**src/fecnt_pkg.sv**
```systemverilog
/*
 Package for the fast event counter: register offsets, field positions,
 reset values and timing constants. Assumes a 25 MHz system clock.
*/
package fecnt_pkg;
   localparam int unsigned CLOCK_HZ      = 25_000_000;
   localparam int unsigned ADDR_W        = 4;
   // Measurement periods in milliseconds, 0.01 s / 0.1 s / 1.0 s
   localparam int unsigned PERIOD_10_MS   = 10;
   localparam int unsigned PERIOD_100_MS  = 100;
   localparam int unsigned PERIOD_1000_MS = 1000;
   localparam int unsigned CYC_10_MS   = CLOCK_HZ / 1000 * PERIOD_10_MS;
   localparam int unsigned CYC_100_MS  = CLOCK_HZ / 1000 * PERIOD_100_MS;
   localparam int unsigned CYC_1000_MS = CLOCK_HZ / 1000 * PERIOD_1000_MS;
   // Pulses per period to pulses per second
   localparam int unsigned HZ_MUL_10_MS   = 1000 / PERIOD_10_MS;
   localparam int unsigned HZ_MUL_100_MS  = 1000 / PERIOD_100_MS;
   // Register offsets
   localparam logic [3:0] REG_CTRL    = 4'h0;
   localparam logic [3:0] REG_REQ     = 4'h1;
   localparam logic [3:0] REG_NEW_CNT = 4'h2;
   localparam logic [3:0] REG_NEW_REF = 4'h3;
   localparam logic [3:0] REG_NEW_SET = 4'h4;
   localparam logic [3:0] REG_COUNT   = 4'h5;
   localparam logic [3:0] REG_REF     = 4'h6;
   localparam logic [3:0] REG_STATUS  = 4'h7;
   localparam logic [3:0] REG_MASK    = 4'h8;
   localparam logic [3:0] REG_FREQ    = 4'h9;
   // Control register fields
   localparam int unsigned CTRL_FREQ_BIT = 0;
   localparam int unsigned CTRL_RST_BIT  = 1;
   localparam int unsigned CTRL_SRC_LSB  = 2;
   // Request register fields
   localparam int unsigned REQ_DIR_BIT = 0;
   localparam int unsigned REQ_CNT_BIT = 1;
   localparam int unsigned REQ_REF_BIT = 2;
   localparam int unsigned REQ_PER_BIT = 3;
   // New-settings register fields
   localparam int unsigned SET_DIR_BIT = 0;
   localparam int unsigned SET_PER_LSB = 1;
   // Status and mask fields
   localparam int unsigned EV_MATCH_BIT = 0;
   localparam int unsigned EV_RESET_BIT = 1;
   localparam int unsigned EV_DIR_BIT   = 2;
   localparam int unsigned EV_N         = 3;
   // Reset values
   localparam logic [31:0] CTRL_RESET = 32'h0000_0000;
   localparam logic [1:0]  PER_RESET  = 2'h0;
   localparam logic        DIR_RESET  = 1'b1;
   typedef enum logic [1:0] {FECNT_P10, FECNT_P100, FECNT_P1000} fecnt_per_t;
endpackage

```
**src/fecnt_gate.sv**
```systemverilog
/*
 Period timer for frequency measurement: emits one-cycle ticks at the
 selected interval. Assumes the fecnt_pkg package.
*/
`timescale 1ns/1ps
module fecnt_gate
#(
   parameter int unsigned CYC_10   = fecnt_pkg::CYC_10_MS,
   parameter int unsigned CYC_100  = fecnt_pkg::CYC_100_MS,
   parameter int unsigned CYC_1000 = fecnt_pkg::CYC_1000_MS
)
(
   // Clock and reset
   input  wire logic       clock,
   input  wire logic       resetn,
   // Control
   input  wire logic       enable,
   input  wire logic [1:0] period_sel,
   // Tick out
   output logic            tick
);
   logic [31:0] cnt;
   logic [31:0] next_cnt;
   logic        next_tick;
   logic [31:0] limit;

   initial
   begin
      if (CYC_10 < 2 || CYC_100 < 2 || CYC_1000 < 2)
         $error("fecnt_gate: period counts must be at least 2");
   end

   always_comb
   begin
      case (period_sel)
         2'h0:    limit = CYC_10;
         2'h1:    limit = CYC_100;
         default: limit = CYC_1000;
      endcase
      next_tick = 1'b0;
      next_cnt  = cnt + 32'h0000_0001;
      if (!enable)
         next_cnt = 32'h0000_0000;
      else if (cnt >= limit - 32'h0000_0001)
      begin
         next_cnt  = 32'h0000_0000;
         next_tick = 1'b1;
      end
   end

   always_ff @(posedge clock or negedge resetn)
   begin
      if (!resetn)
      begin
         cnt  <= 32'h0000_0000;
         tick <= 1'b0;
      end
      else
      begin
         cnt  <= next_cnt;
         tick <= next_tick;
      end
   end
endmodule

```
**src/fecnt_top.sv**
```systemverilog
/*
 Fast event counter with update requests, compare interrupt and frequency
 mode. Assumes synchronous pulse inputs already filtered, one 25 MHz clock,
 and a simple register port with read data one cycle after the strobe.
*/
`timescale 1ns/1ps
// What this block does
// - A request with the direction flag set loads the new direction.
// - A request with the count flag set overwrites the current count.
// - A request with the reference flag set loads the new reference.
// - A request with the interval flag set loads the new measurement period.
// - The measurement period only acts in frequency mode.
// - All flagged loads of one request happen in the same cycle.
// - A flag at zero leaves its parameter unchanged.
// - The match event fires when the count becomes equal to the reference.
// - The request does not return the count; the count has its own register.
// - A count read returns the value of that instant and counting goes on.
// - Mode, input source and interrupt mask are configurable.
// - Events also fire on counter reset and on direction change.
// - Frequency mode offers 10, 100 or 1000 ms periods and reports pulses/s.
// - While the reset input is active the count is cleared and held at zero.
module fecnt_top
#(
   parameter int unsigned CNT_W    = 32,
   parameter int unsigned CYC_10   = fecnt_pkg::CYC_10_MS,
   parameter int unsigned CYC_100  = fecnt_pkg::CYC_100_MS,
   parameter int unsigned CYC_1000 = fecnt_pkg::CYC_1000_MS
)
(
   // Clock and reset
   input  wire logic                               clock,
   input  wire logic                               resetn,
   // Pulse inputs
   input  wire logic                               pulse_a,
   input  wire logic                               pulse_b,
   input  wire logic                               ext_reset,
   // Register port
   input  wire logic [fecnt_pkg::ADDR_W-1:0]       reg_addr,
   input  wire logic [31:0]                        reg_wdata,
   input  wire logic                               reg_write,
   input  wire logic                               reg_read,
   output logic      [31:0]                        reg_rdata,
   // Interrupt
   output logic                                    irq
);
   initial
   begin
      if (CNT_W < 2 || CNT_W > 32)
         $error("fecnt_top: CNT_W must be 2..32");
   end

   // Control state
   logic [31:0]      ctrl, next_ctrl;
   logic [CNT_W-1:0] count, next_count;
   logic [CNT_W-1:0] refv, next_refv;
   logic [CNT_W-1:0] new_count, next_new_count;
   logic [CNT_W-1:0] new_reference, next_new_reference;
   logic             new_dir, next_new_dir;
   logic [1:0]       new_per, next_new_per;
   logic             dir, next_dir;
   logic [1:0]       period, next_period;
   logic [fecnt_pkg::EV_N-1:0] status, next_status;
   logic [fecnt_pkg::EV_N-1:0] mask, next_mask;
   logic [CNT_W-1:0] pulses, next_pulses;
   logic [31:0]      freq, next_freq;
   logic             pa_q, pb_q, rst_q;
   logic [31:0]      next_rdata;
   logic             next_irq;
   logic             tick;

   logic             freq_mode;
   logic             ext_rst_en;
   logic             req;
   logic [3:0]       req_flags;
   logic             edge_a, edge_b, step_up, step_dn;
   logic [fecnt_pkg::EV_N-1:0] events;
   logic [CNT_W-1:0] counted;
   logic [31:0]      scaled;

   // Register write decode
   function automatic logic wr_hit(input logic [3:0] a, input logic [3:0] off);
      wr_hit = reg_write && (a == off);
   endfunction

   assign freq_mode  = ctrl[fecnt_pkg::CTRL_FREQ_BIT];
   assign ext_rst_en = ctrl[fecnt_pkg::CTRL_RST_BIT];
   assign req        = wr_hit(reg_addr, fecnt_pkg::REG_REQ);
   assign req_flags  = req ? reg_wdata[3:0] : 4'h0;
   assign edge_a     = pulse_a && !pa_q;
   assign edge_b     = pulse_b && !pb_q;

   fecnt_gate #(
      .CYC_10   (CYC_10),
      .CYC_100  (CYC_100),
      .CYC_1000 (CYC_1000)
   ) u_gate (
      .clock      (clock),
      .resetn     (resetn),
      .enable     (freq_mode),
      .period_sel (period),
      .tick       (tick)
   );

   // Source select: 0 clock+internal dir, 1 clock+dir pin, 2 up/down clocks
   always_comb
   begin
      step_up = 1'b0;
      step_dn = 1'b0;
      case (ctrl[fecnt_pkg::CTRL_SRC_LSB +: 2])
         2'h0:
         begin
            step_up = edge_a && dir;
            step_dn = edge_a && !dir;
         end
         2'h1:
         begin
            step_up = edge_a && pulse_b;
            step_dn = edge_a && !pulse_b;
         end
         2'h2:
         begin
            step_up = edge_a && !edge_b;
            step_dn = edge_b && !edge_a;
         end
         default:
         begin
            step_up = 1'b0;
            step_dn = 1'b0;
         end
      endcase
   end

   // Counting, loads and events
   always_comb
   begin
      next_ctrl          = ctrl;
      next_new_count     = new_count;
      next_new_reference = new_reference;
      next_new_dir       = new_dir;
      next_new_per       = new_per;
      next_mask          = mask;
      next_dir           = dir;
      next_period        = period;
      next_refv          = refv;
      next_freq          = freq;
      events             = '0;
      scaled             = 32'h0000_0000;
      if (wr_hit(reg_addr, fecnt_pkg::REG_CTRL))
         next_ctrl = reg_wdata;
      if (wr_hit(reg_addr, fecnt_pkg::REG_NEW_CNT))
         next_new_count = reg_wdata[CNT_W-1:0];
      if (wr_hit(reg_addr, fecnt_pkg::REG_NEW_REF))
         next_new_reference = reg_wdata[CNT_W-1:0];
      if (wr_hit(reg_addr, fecnt_pkg::REG_NEW_SET))
      begin
         next_new_dir = reg_wdata[fecnt_pkg::SET_DIR_BIT];
         next_new_per = reg_wdata[fecnt_pkg::SET_PER_LSB +: 2] > 2'h2 ? 2'h2
                        : reg_wdata[fecnt_pkg::SET_PER_LSB +: 2];
      end
      if (wr_hit(reg_addr, fecnt_pkg::REG_MASK))
         next_mask = reg_wdata[fecnt_pkg::EV_N-1:0];
      // Flagged loads all land in this one cycle; clear flags change nothing
      if (req_flags[fecnt_pkg::REQ_DIR_BIT])
         next_dir = new_dir;
      if (req_flags[fecnt_pkg::REQ_REF_BIT])
         next_refv = new_reference;
      if (req_flags[fecnt_pkg::REQ_PER_BIT])
         next_period = new_per;
      // Input edges applied on top of a count load keep every event
      counted = req_flags[fecnt_pkg::REQ_CNT_BIT] ? new_count : count;
      if (step_up)
         counted = counted + 1'b1;
      else if (step_dn)
         counted = counted - 1'b1;
      next_pulses = pulses;
      if (freq_mode)
      begin
         next_pulses = (step_up || step_dn) ? pulses + 1'b1 : pulses;
         if (tick)
         begin
            case (period)
               2'h0:    scaled = 32'(pulses) * fecnt_pkg::HZ_MUL_10_MS;
               2'h1:    scaled = 32'(pulses) * fecnt_pkg::HZ_MUL_100_MS;
               default: scaled = 32'(pulses);
            endcase
            next_freq   = scaled;
            next_pulses = (step_up || step_dn) ? CNT_W'(1) : '0;
         end
      end
      if (ext_rst_en && ext_reset)
         counted = '0;
      next_count = counted;
      events[fecnt_pkg::EV_MATCH_BIT] = (next_count == next_refv) && (count != refv || next_refv != refv
                                        || next_count != count);
      events[fecnt_pkg::EV_RESET_BIT] = ext_rst_en && ext_reset && !rst_q;
      events[fecnt_pkg::EV_DIR_BIT]   = next_dir != dir;
      // Set wins over write-one-to-clear
      next_status = status;
      if (wr_hit(reg_addr, fecnt_pkg::REG_STATUS))
         next_status = status & ~reg_wdata[fecnt_pkg::EV_N-1:0];
      next_status = next_status | events;
      next_irq    = |(next_status & next_mask);
   end

   // Read mux; the request register reads zero, the count has its own slot
   always_comb
   begin
      next_rdata = 32'h0000_0000;
      if (reg_read)
      begin
         case (reg_addr)
            fecnt_pkg::REG_CTRL:    next_rdata = ctrl;
            fecnt_pkg::REG_NEW_CNT: next_rdata = 32'(new_count);
            fecnt_pkg::REG_NEW_REF: next_rdata = 32'(new_reference);
            fecnt_pkg::REG_NEW_SET: next_rdata = {29'h0, new_per, new_dir};
            fecnt_pkg::REG_COUNT:   next_rdata = 32'(count);
            fecnt_pkg::REG_REF:     next_rdata = 32'(refv);
            fecnt_pkg::REG_STATUS:  next_rdata = {28'h0, period, dir, 1'b0} | 32'(status) << 4;
            fecnt_pkg::REG_MASK:    next_rdata = 32'(mask);
            fecnt_pkg::REG_FREQ:    next_rdata = freq;
            default:                next_rdata = 32'h0000_0000;
         endcase
      end
   end

   always_ff @(posedge clock or negedge resetn)
   begin
      if (!resetn)
      begin
         ctrl          <= fecnt_pkg::CTRL_RESET;
         count         <= '0;
         refv          <= '0;
         new_count     <= '0;
         new_reference <= '0;
         new_dir       <= 1'b0;
         new_per       <= fecnt_pkg::PER_RESET;
         dir           <= fecnt_pkg::DIR_RESET;
         period        <= fecnt_pkg::PER_RESET;
         status        <= '0;
         mask          <= '0;
         pulses        <= '0;
         freq          <= 32'h0000_0000;
         pa_q          <= 1'b0;
         pb_q          <= 1'b0;
         rst_q         <= 1'b0;
         reg_rdata     <= 32'h0000_0000;
         irq           <= 1'b0;
      end
      else
      begin
         ctrl          <= next_ctrl;
         count         <= next_count;
         refv          <= next_refv;
         new_count     <= next_new_count;
         new_reference <= next_new_reference;
         new_dir       <= next_new_dir;
         new_per       <= next_new_per;
         dir           <= next_dir;
         period        <= next_period;
         status        <= next_status;
         mask          <= next_mask;
         pulses        <= next_pulses;
         freq          <= next_freq;
         pa_q          <= pulse_a;
         pb_q          <= pulse_b;
         rst_q         <= ext_rst_en && ext_reset;
         reg_rdata     <= next_rdata;
         irq           <= next_irq;
      end
   end

   property p_load_count;
      @(posedge clock) disable iff (!resetn)
      req && reg_wdata[1] && !step_up && !step_dn && !(ext_rst_en && ext_reset) |=> count == $past(new_count);
   endproperty
   a_load_count: assert property (p_load_count) else $error("count load missed");

   property p_load_ref;
      @(posedge clock) disable iff (!resetn)
      req && reg_wdata[2] |=> refv == $past(new_reference);
   endproperty
   a_load_ref: assert property (p_load_ref) else $error("reference load missed");

   property p_load_dir;
      @(posedge clock) disable iff (!resetn)
      req && reg_wdata[0] |=> dir == $past(new_dir);
   endproperty
   a_load_dir: assert property (p_load_dir) else $error("direction load missed");

   property p_load_per;
      @(posedge clock) disable iff (!resetn)
      req && reg_wdata[3] |=> period == $past(new_per);
   endproperty
   a_load_per: assert property (p_load_per) else $error("period load missed");

   property p_hold;
      @(posedge clock) disable iff (!resetn)
      !req |=> $stable(refv) && $stable(dir) && $stable(period);
   endproperty
   a_hold: assert property (p_hold) else $error("parameter changed without request");

   property p_match;
      @(posedge clock) disable iff (!resetn)
      $changed(count) && count == refv && !(reg_write && reg_addr == fecnt_pkg::REG_STATUS)
      |=> status[fecnt_pkg::EV_MATCH_BIT];
   endproperty
   a_match: assert property (p_match) else $error("match event missed");

   property p_ext_rst;
      @(posedge clock) disable iff (!resetn)
      ext_rst_en && ext_reset |=> count == '0;
   endproperty
   a_ext_rst: assert property (p_ext_rst) else $error("count not held at zero");

   property p_count_up;
      @(posedge clock) disable iff (!resetn)
      step_up && !req && !(ext_rst_en && ext_reset) |=> count == $past(count) + 1'b1;
   endproperty
   a_count_up: assert property (p_count_up) else $error("event lost");

   property p_read;
      @(posedge clock) disable iff (!resetn)
      reg_read && reg_addr == fecnt_pkg::REG_COUNT |=> reg_rdata == 32'($past(count));
   endproperty
   a_read: assert property (p_read) else $error("count read wrong");

   property p_irq;
      @(posedge clock) disable iff (!resetn)
      |(status & mask) |-> irq;
   endproperty
   a_irq: assert property (p_irq) else $error("interrupt not raised");

   c_multi: cover property (@(posedge clock) disable iff (!resetn) req && reg_wdata[3:0] == 4'hf);
   c_match: cover property (@(posedge clock) disable iff (!resetn) events[fecnt_pkg::EV_MATCH_BIT]);
   c_freq:  cover property (@(posedge clock) disable iff (!resetn) tick && freq_mode);
endmodule

```
**config.mk**
```make
export PLATFORM = sky130hd
export DESIGN_NAME = fecnt_top
export DESIGN_NICKNAME = d
export VERILOG_FILES = /design/src/fecnt_pkg.sv /design/src/fecnt_gate.sv /design/src/fecnt_top.sv
export SDC_FILE = /design/constraint.sdc
export NUM_CORES = 1
export LEC_CHECK = 0
export ABC_CLOCK_PERIOD_IN_PS = 5200
export BUFFER_PORTS_ARGS = -buffer_cell sky130_fd_sc_hd__clkbuf_2
export CAP_MARGIN = 20
export CORE_UTILIZATION = 64
export DETAILED_ROUTE_END_ITERATION = 16
export PLACE_DENSITY = 0.8
export REMOVE_ABC_BUFFERS = 1
export SLEW_MARGIN = 15
export SYNTH_ARGS = -nofsm -noshare
export SYNTH_HDL_FRONTEND = slang
export SYNTH_SLANG_ARGS = --single-unit
```
**constraint.sdc**
```tcl
create_clock -name clock -period 5.2 [get_ports clock]
set_input_delay 0.78 -clock clock [delete_from_list [all_inputs] [get_ports clock]]
set_output_delay 0.78 -clock clock [all_outputs]
set_load 0.03 [all_outputs]
```
==> results of run 1 <==
-- critical path: cells and delay by family (launching register included) --
kind	cells	cell delay [ns]
AO/OA/AOI/OAI	7	2.35
XOR/XNOR	1	0.14
adder cells (fa/ha/maj)	4	1.47
buffers and inverters	2	0.09
flip-flops	1	0.52
AND/OR/NAND/NOR	2	0.18
-- timing repair --
| action | CTS | global route |
|---|---|---|
| gates resized for setup | 0 | 1 |
| hold buffers | 0 | 0 |
| endpoints found under the setup margin | 0 | 2 |
-- area by class of cell --
class                           count  area [µm²]  share of cell area
Sequential cell                   305        7634              0.2982
Clock buffer                       52        1022             0.03994
Antenna cell                        2       5.005           0.0001955
Clock inverter                     14       177.7            0.006941
Multi-Input combinational cell   1976       14560              0.5687
Inverter                          177       664.4             0.02596
Tap cell                          461       576.8             0.02254
Timing Repair Buffer              145       960.9             0.03754
-- power by group through the flow --
stage | combinational [µW] | clock [µW] | sequential, µW
floorplan | 2800 | 0 | 3490
global placement | 4220 | 0 | 3800
detailed placement | 4300 | 0 | 3830
CTS | 4350 | 2620 | 3790
global route | 4820 | 2710 | 3900
finish | 4520 | 2610 | 3890
-- per-stage QoR --
stage | TNS (ns) | std cells | setup WS (ns)
after floorplan | -4.353 | 2458 | -1.276
final | 0 | 3132 | 0.3251
after global routing | 0 | 3130 | 0.1088
after global placement | 0 | 3063 | 0.2791
after detailed placement | 0 | 3063 | 0.1841
after CTS | 0 | 3129 | 0.3398
-- logic make-up (layout without fill, tap and decap cells) --
kind of cell / after synthesis / count (layout)
fa+ha+maj: 186 / 186
simple gates: 808 / 808
flops: 305 / 305
mux: 190 / 190
compound gates: 589 / 589
buf+inv: 334 / 388
other cells: 2 / 10
xor+xnor: 195 / 195
-- placed cells by master (no fill, tap or decap), types with 52 or more instances in the layout --
cell,count
nor3_1,71
a21oi_1,97
xor2_1,66
a31oi_1,52
buf_4,66
nand2_1,174
a22oi_1,89
ha_1,161
mux2_2,137
dfrtp_1,304
inv_1,176
nand4_1,59
clkbuf_2,74
xnor2_1,129
nand3_1,69
nor2_1,199
o21ai_0,96
-- metal layers --
| layer | share of wire | wire length [µm] | up-vias | GRT usage |
|---|---|---|---|---|
| li1 | - | - | 9576 | - |
| met1 | 0.36 | 30020 | 10660 | 0.5552 |
| met2 | 0.45 | 37260 | 1539 | 0.7010 |
| met3 | 0.12 | 9625 | 418 | 0.1020 |
| met4 | 0.075 | 6208 | 2 | 0.2806 |
| met5 | 0.00014 | 12 | - | 0 |
-- path summary, 6_finish.rpt --
| kind | end | start | slack, ns |
|---|---|---|---|
| worst max-delay path | freq[23] | pulses[5] | 0.33 |
| worst min-delay path | pb_q | resetn | 0.30 |
| worst max register to register | freq[23] | pulses[5] | 0.33 |
| worst min register to register | u_gate.cnt[0] | u_gate.cnt[0] | 0.48 |
| max in group asynchronous | count[22] | resetn | 3.63 |
| min in group clock | pa_q | pulse_a | 0.34 |
==> results.cfg, run 1 <==
[power]
p_clk_frac = 0.237
p_leak_uw = 0.01176
total_power_uw = 11010
p_per_area_nw_per_um2 = 430.2
switching_share = 0.4395
seqPwrFrac = 0.353
p_comb_frac = 0.410
internal_power_uw = 6172
ir_drop_mv = 0.3787
p_switching_uw = 4840

[layout]
area_growth_pct = 9.349
finish.utilization = 0.7161
nFillCells = 2691
layout-drive-gt1-share = 0.1428
final_nets = 2870
fin_area_um2 = 25600

[critical_path]
path_class = flop to flop
crit_arrival_ns = 5.28
critPathSlowestCell = a2111oi_0
worstPathRequired_ns = 5.61
cp-end-kind = flop
cp_max_fo = 7
crit_chain = ha_1, ha_1, inv_1, fa_1, inv_1, ha_1, o21ai_0, nor3_1, a2111oi_0, o31ai_1, a31o_2, a31oi_1, xnor2_1, nor2_1, a2111oi_0, a311oi_1
cpPeakStageDelay_ns = 0.75
worstRegToRegCells = 16
startpoint_type = flop
crit_top_cell = ha_1

[yosys]
yosysMostFrequentCell = dfrtp_1
yosys.area_share.simple = 0.1735
synth_fa_ha_area_frac = 0.1074
synth_edf_count = 0
synth_common_cells = dfrtp_1, nor2_1, inv_1, nand2_1, ha_1
syn_area_um2 = 23410
synth_xor_area_frac = 0.07296
synth_flop_cell = dfrtp_1
synth_compound_area_frac = 0.1748
synth_top_area_frac = 0.3250
synth_top_family_by_area = compound AO/OA/AOI/OAI gates
synth_area_per_cell_um2 = 8.972
synthArstFlopShare = 1.000
muxShareOfSynthArea = 0.08964
yosys_register_bits = 305
synthCells = 2609
yosysUniqueCellTypes = 92
seq_area_frac_synth = 0.3261
yosys-top-cells-area = dfrtp_1, ha_1, mux2_2
synth_top_cell_by_area = dfrtp_1
yosys_warnings = 0

[sta]
max_freq_mhz = 205.1
slew_violations = 0
timing.hold.ws_ns = 0.3020
period_share = 0.9375
tightest_slew_ns = 1.113
skew_ns = 0.01471
relSlewSlack = 0.2561
setup-violations-final = 0
period_minus_slack_ns = 4.875
hold_violations = 0
rsz0062_at_grt = false

[run_status]
status = finished clean

[die]
rows = 69
dieArea_um2 = 37340
start_util = 0.6549
ios = 76
core_area_um2 = 35740
dieWidth_um = 193.2
die_h_um = 193.2

[drt]
drt-initial-drc-count = 3371
drc_errors = 0
wl_per_cell_um = 26.54
vias_per_cell = 7.086
drt_pass1_iterations = 9
vias = 22190
wirelength_um = 83130
ant_nets = 0

[cts]
clockBufferDepth = 3
clk_pin_slew_worst_paths_ns = 0.06
insertion_delay_ns = 0.56
cts_tree = built
postCtsSetupBuffers = 0
clock-root-buffer = clkbuf_16
clock-sinks = 305
ctsHtreeMaxLevel = 2
numCtsBuffers = 36

[place]
io_buffers = 75
gp_congestion = 1.076
placed_cell_area_um2 = 24380
hpwl_um = 59710

[grt]
grt_max_degree = 123
grt_usage = 0.4449
antenna_found_initial = 4
grt_pass1_vias = 21920
grt_pass1_wl_um = 128000
overflow = 0

[min_path]
hold_path.class = input port to async pin

[flow_run]
maxCapViolCount = 0
Note: power is estimated with default switching activity, not from simulation.
==> run 2: changes to the inputs <==
--- a/config.mk
+++ b/config.mk
@@ -8,9 +8,9 @@
 export ABC_CLOCK_PERIOD_IN_PS = 5200
 export BUFFER_PORTS_ARGS = -buffer_cell sky130_fd_sc_hd__clkbuf_2
 export CAP_MARGIN = 20
-export CORE_UTILIZATION = 64
+export CORE_UTILIZATION = 30
 export DETAILED_ROUTE_END_ITERATION = 16
-export PLACE_DENSITY = 0.8
+export PLACE_DENSITY = 0.42
 export REMOVE_ABC_BUFFERS = 1
 export SLEW_MARGIN = 15
 export SYNTH_ARGS = -nofsm -noshare
==> results.cfg, run 2 (synthesized netlist as in run 1, its figures left out) <==
[run_status]
status = finished clean

[cts]
clockBufferDepth = 3
ctsHtreeMaxLevel = 2
clk_pin_slew_worst_paths_ns = 0.06
numCtsBuffers = 41
cts_tree = built
clock-sinks = 305
clock-root-buffer = clkbuf_16
cts_hold_buf = 0
insertion_delay_ns = 0.59

[die]
dieArea_um2 = 79150
die_h_um = 281.3
start_util = 0.3027
ios = 76
core_area_um2 = 77340
dieWidth_um = 281.3
rows = 102

[place]
dp_slack_ns = 0.1690
gp_congestion = 0.9376
io_buffers = 75
placed_cell_area_um2 = 25230
hpwl_um = 69930
dp.cells = 3655

[grt]
grt_max_degree = 93
antenna_found_initial = 4
grt_pass1_vias = 21240
grt_pass1_wl_um = 140900
overflow = 0
grt_usage = 0.2374

[drt]
ant_nets = 0
drt_pass1_iterations = 6
wl_per_cell_um = 25.15
drt-initial-drc-count = 1734
drc_errors = 0
wirelength_um = 93850
vias_per_cell = 5.675
vias = 21180

[sta]
tightest_slew_ns = 1.094
skew_ns = 0.01679
rsz0062_at_grt = false
max_freq_mhz = 208.1
setup-violations-final = 0
period_minus_slack_ns = 4.805
relSlewSlack = 0.2678
period_share = 0.9241
finalWorstSetupSlack_ns = 0.3949
slew_violations = 0
hold_violations = 0

[critical_path]
startpoint_type = flop
r2r-end = freq[30]
reg2reg_from = pulses[3]
crit_arrival_ns = 5.26
worstRegToRegCells = 17
worstPathRequired_ns = 5.66
cp-end-kind = flop
path_class = flop to flop
ff2ff_setup_slack_ns = 0.39
cp_max_fo = 7

[layout]
fin_cells = 3732
mostFrequentLayoutCell = dfrtp_1
multi_input_area_um2 = 14550
area_growth_pct = 13.91
layout-drive-gt1-share = 0.1528
fin_area_um2 = 26660
seqCellArea_um2 = 7635
nFillCells = 8121
layout_common_cells = dfrtp_1, nor2_1, inv_1
final_nets = 2887

[power]
ir_drop_mv = 0.2156
total_power_uw = 11620
p_per_area_nw_per_um2 = 435.8
p_leak_uw = 0.01194

[flow_run]
maxCapViolCount = 0

[min_path]
hold_path.class = input port to async pin
[run 2: metrics by stage]
step                        util  hold slack [ns]  TNS (ns)
after floorplan                -           0.4251    -4.353
after global placement    0.3262           0.4379         0
after detailed placement  0.3262           0.4525         0
after CTS                 0.3447           0.2689         0
after global routing      0.3447           0.3047         0
final                     0.3448           0.2418         0
[run 2: how the worst max path moves through the flow]
stage                 from        end  cells after the start
6_report         pulses[3]   freq[30]                     17
5_1_grt          pulses[3]   freq[30]                     17
4_1_cts          pulses[5]   freq[23]                     16
3_5_place_dp   reg_addr[3]        irq                     18
3_3_place_gp   reg_addr[3]        irq                     18
2_1_floorplan  reg_addr[3]  status[0]                     16
[run 2: final cells by class]
cell class | instances | share of cell area
Sequential cell | 305 | 0.2863
Antenna cell | 2 | 0.0001877
Inverter | 177 | 0.02492
Tap cell | 1040 | 0.04880
Multi-Input combinational cell | 1976 | 0.5457
Clock inverter | 18 | 0.008775
Clock buffer | 57 | 0.04491
Timing Repair Buffer | 157 | 0.04035
[run 2: timing repair]
item / CTS / global route
endpoints found under the setup margin: 0 / 1
resized for setup: 0 / 1
buffers inserted: 0 / 0
[run 2: where the power goes]
group	switching, µW	internal, µW	total (µW)
clock network	1220	1820	3040
registers	1000	2860	3870
logic	2890	1830	4720
[run 2: worst max-delay path: stages (launching register included)]
cell      delay, ns
dfrtp_1        0.52
ha_1           0.30
ha_1           0.27
inv_1          0.05
fa_1           0.49
inv_1          0.04
ha_1           0.33
nor2b_1        0.17
o31a_1         0.29
o41ai_1        0.57
a211oi_1       0.17
o21ai_0        0.27
a21oi_1        0.19
a41oi_1        0.37
o31ai_1        0.12
xor2_1         0.15
a22oi_1        0.26
a21oi_1        0.10
[run 2: metal layers]
metal,track usage,wire [µm],vias up
li1,-,-,9612
met1,0.3184,41690,10600
met2,0.3853,43110,785
met3,0.03571,5462,178
met4,0.08807,3558,4
met5,0,24,-
==> run 3: changes to the inputs <==
--- a/config.mk
+++ b/config.mk
@@ -8,11 +8,12 @@
 export ABC_CLOCK_PERIOD_IN_PS = 5200
 export BUFFER_PORTS_ARGS = -buffer_cell sky130_fd_sc_hd__clkbuf_2
 export CAP_MARGIN = 20
-export CORE_UTILIZATION = 30
+export CORE_UTILIZATION = 40
 export DETAILED_ROUTE_END_ITERATION = 16
-export PLACE_DENSITY = 0.42
+export PLACE_DENSITY = 0.53
 export REMOVE_ABC_BUFFERS = 1
 export SLEW_MARGIN = 15
 export SYNTH_ARGS = -nofsm -noshare
 export SYNTH_HDL_FRONTEND = slang
+export SYNTH_HIERARCHICAL = 1
 export SYNTH_SLANG_ARGS = --single-unit
==> results.cfg, run 3 <==
[place]
placed_cell_area_um2 = 25010
io_buffers = 75
gp_congestion = 0.9877
hpwl_um = 64830

[yosys]
synth_flop_cell = dfrtp_1
synth_common_cells = dfrtp_1, inv_1, nand2_1, ha_1, mux2_2
synthCells = 2529
yosys-top-cells-area = dfrtp_1, ha_1, mux2_2
seq_area_frac_synth = 0.3230
yosys_warnings = 6
synth_xor_area_frac = 0.07189
synthArstFlopShare = 1.000
yosysUniqueCellTypes = 118
syn_area_um2 = 23630
synth_top_family_by_area = simple AND/OR/NAND/NOR gates
synth_edf_count = 0
synth_fa_ha_area_frac = 0.1080
synth_top_cell_by_area = dfrtp_1
synth_top_area_frac = 0.3219
yosys.area_share.simple = 0.1763
yosys_register_bits = 305
yosysMostFrequentCell = dfrtp_1
muxShareOfSynthArea = 0.09381
synth_compound_area_frac = 0.1671
synth_area_per_cell_um2 = 9.345

[grt]
grt_pass1_vias = 21050
antenna_found_initial = 4
grt_usage = 0.2880
overflow = 0
grt_max_degree = 109
grt_pass1_wl_um = 131300

[sta]
skew_ns = 0.02515
rsz0062_at_grt = false
relSlewSlack = 0.2692
max_freq_mhz = 216.8
period_minus_slack_ns = 4.613
hold_violations = 0
period_share = 0.8872
tightest_slew_ns = 1.096
slew_violations = 0
setup-violations-final = 0

[flow_run]
maxCapViolCount = 0

[drt]
drc_errors = 0
wirelength_um = 86210
ant_nets = 0
drt_pass1_iterations = 7
drt-initial-drc-count = 1597
wl_per_cell_um = 25.45
vias = 20670
vias_per_cell = 6.100

[layout]
seqCellArea_um2 = 7634
final_nets = 2826
fin_area_um2 = 26370
multi_input_area_um2 = 14660
nFillCells = 5593
mostFrequentLayoutCell = dfrtp_1
area_growth_pct = 11.59
layout-drive-gt1-share = 0.1804
layout_common_cells = dfrtp_1, inv_1, nand2_1

[cts]
insertion_delay_ns = 0.57
clock-root-buffer = clkbuf_16
clock-sinks = 305
ctsResizeCount = 0
numCtsBuffers = 38
postCtsSetupBuffers = 0
clockBufferDepth = 3
cts_hold_buf = 0
clk_pin_slew_worst_paths_ns = 0.06
ctsHtreeMaxLevel = 2
cts_tree = built

[power]
ir_drop_mv = 0.2431
p_per_area_nw_per_um2 = 423.7
total_power_uw = 11170
p_leak_uw = 0.01220

[critical_path]
worstPathRequired_ns = 5.70
worstRegToRegCells = 15
crit_arrival_ns = 5.11
path_class = flop to flop
cp_max_fo = 18
startpoint_type = flop
cp-end-kind = flop

[die]
die_h_um = 245.1
dieArea_um2 = 60060
ios = 76
core_area_um2 = 58030
start_util = 0.4073
rows = 88
dieWidth_um = 245.1

[min_path]
hold_path.class = input port to async pin

[run_status]
status = finished clean
## run 3: cell types whose count changed in the layout (fill, tap and decap cells not counted), sizes merged, moves of 13 or more
cell,previous run,this run
or4,12,25
nor2,204,134
xnor2,129,97
nor2b,22,7
xor2,66,97
## run 3: worst max-delay path: stages (launching register included)
cell and delay, ns:
dfrtp_1 0.50, inv_1 0.11, ha_1 0.31, nor2_1 0.06
or3_1 0.37, nor2_4 0.51, buf_4 0.26, buf_4 0.18
nor4_4 0.08, a31oi_1 0.28, mux2i_1 0.40, xnor2_1 0.23
nand4_1 0.14, or4_1 0.45, or4b_1 0.49, o21ai_1 0.15
## run 3: routing by layer
layer | share of wire | track usage | wire length [µm] | vias to the layer above
li1 | - | - | - | 9386
met1 | 0.43 | 0.3801 | 36950 | 10340
met2 | 0.46 | 0.4600 | 39440 | 743
met3 | 0.067 | 0.04887 | 5769 | 190
met4 | 0.047 | 0.1300 | 4022 | 6
met5 | 0.00031 | 0 | 27 | -
## run 3: area by class of cell
cell class                 count  area share
inverter                     183     0.02604
multi-input combinational   1902      0.5558
antenna                        1  0.00009488
clock buffer                  46     0.04028
tap                          765     0.03629
clock inverter                22    0.009203
sequential                   305      0.2894
timing repair buffer         164     0.04289
## run 3: final timing paths
| path | from | to | slack, ns |
|---|---|---|---|
| setup / recovery | ctrl[3] | irq | 0.59 |
| hold / removal | resetn | reg_rdata[2] | 0.23 |
| setup reg to reg | ctrl[3] | irq | 0.59 |
| hold reg to reg | freq[10] | freq[10] | 0.49 |
| max in group asynchronous | resetn | freq[17] | 3.65 |
| min in group clock | pulse_a | pa_q | 0.33 |
## run 3: stage by stage
stage | setup TNS [ns] | worst slack (ns) | hold slack (ns) | std cells | util
floorplan | -5.049 | -0.1851 | 0.4391 | 2390 | -
global placement | 0 | 0.3455 | 0.4788 | 3317 | 0.4308
detailed placement | 0 | 0.2308 | 0.4835 | 3317 | 0.4310
CTS | 0 | 0.6941 | 0.3050 | 3385 | 0.4535
global route | 0 | 0.3836 | 0.3100 | 3387 | 0.4545
finish | 0 | 0.5868 | 0.2258 | 3388 | 0.4545
## run 3: cell families (layout without fill, tap and decap cells)
group / Yosys count / after routing
AO/OA/AOI/OAI: 555 / 555
flip-flops: 305 / 305
other: 2 / 9
multiplexers: 202 / 202
XOR/XNOR: 194 / 194
AND/OR/NAND/NOR: 754 / 754
adder cells (fa/ha/maj): 189 / 189
buffers and inverters: 328 / 415
## run 3: where the power goes
part,internal [µW],total (µW),switching (µW),leakage (µW)
clock network,1660,2790,1130,0.000639
logic,1810,4560,2750,0.00758
registers,2860,3830,967,0.00398
total,6330,11200,4840,0.0122
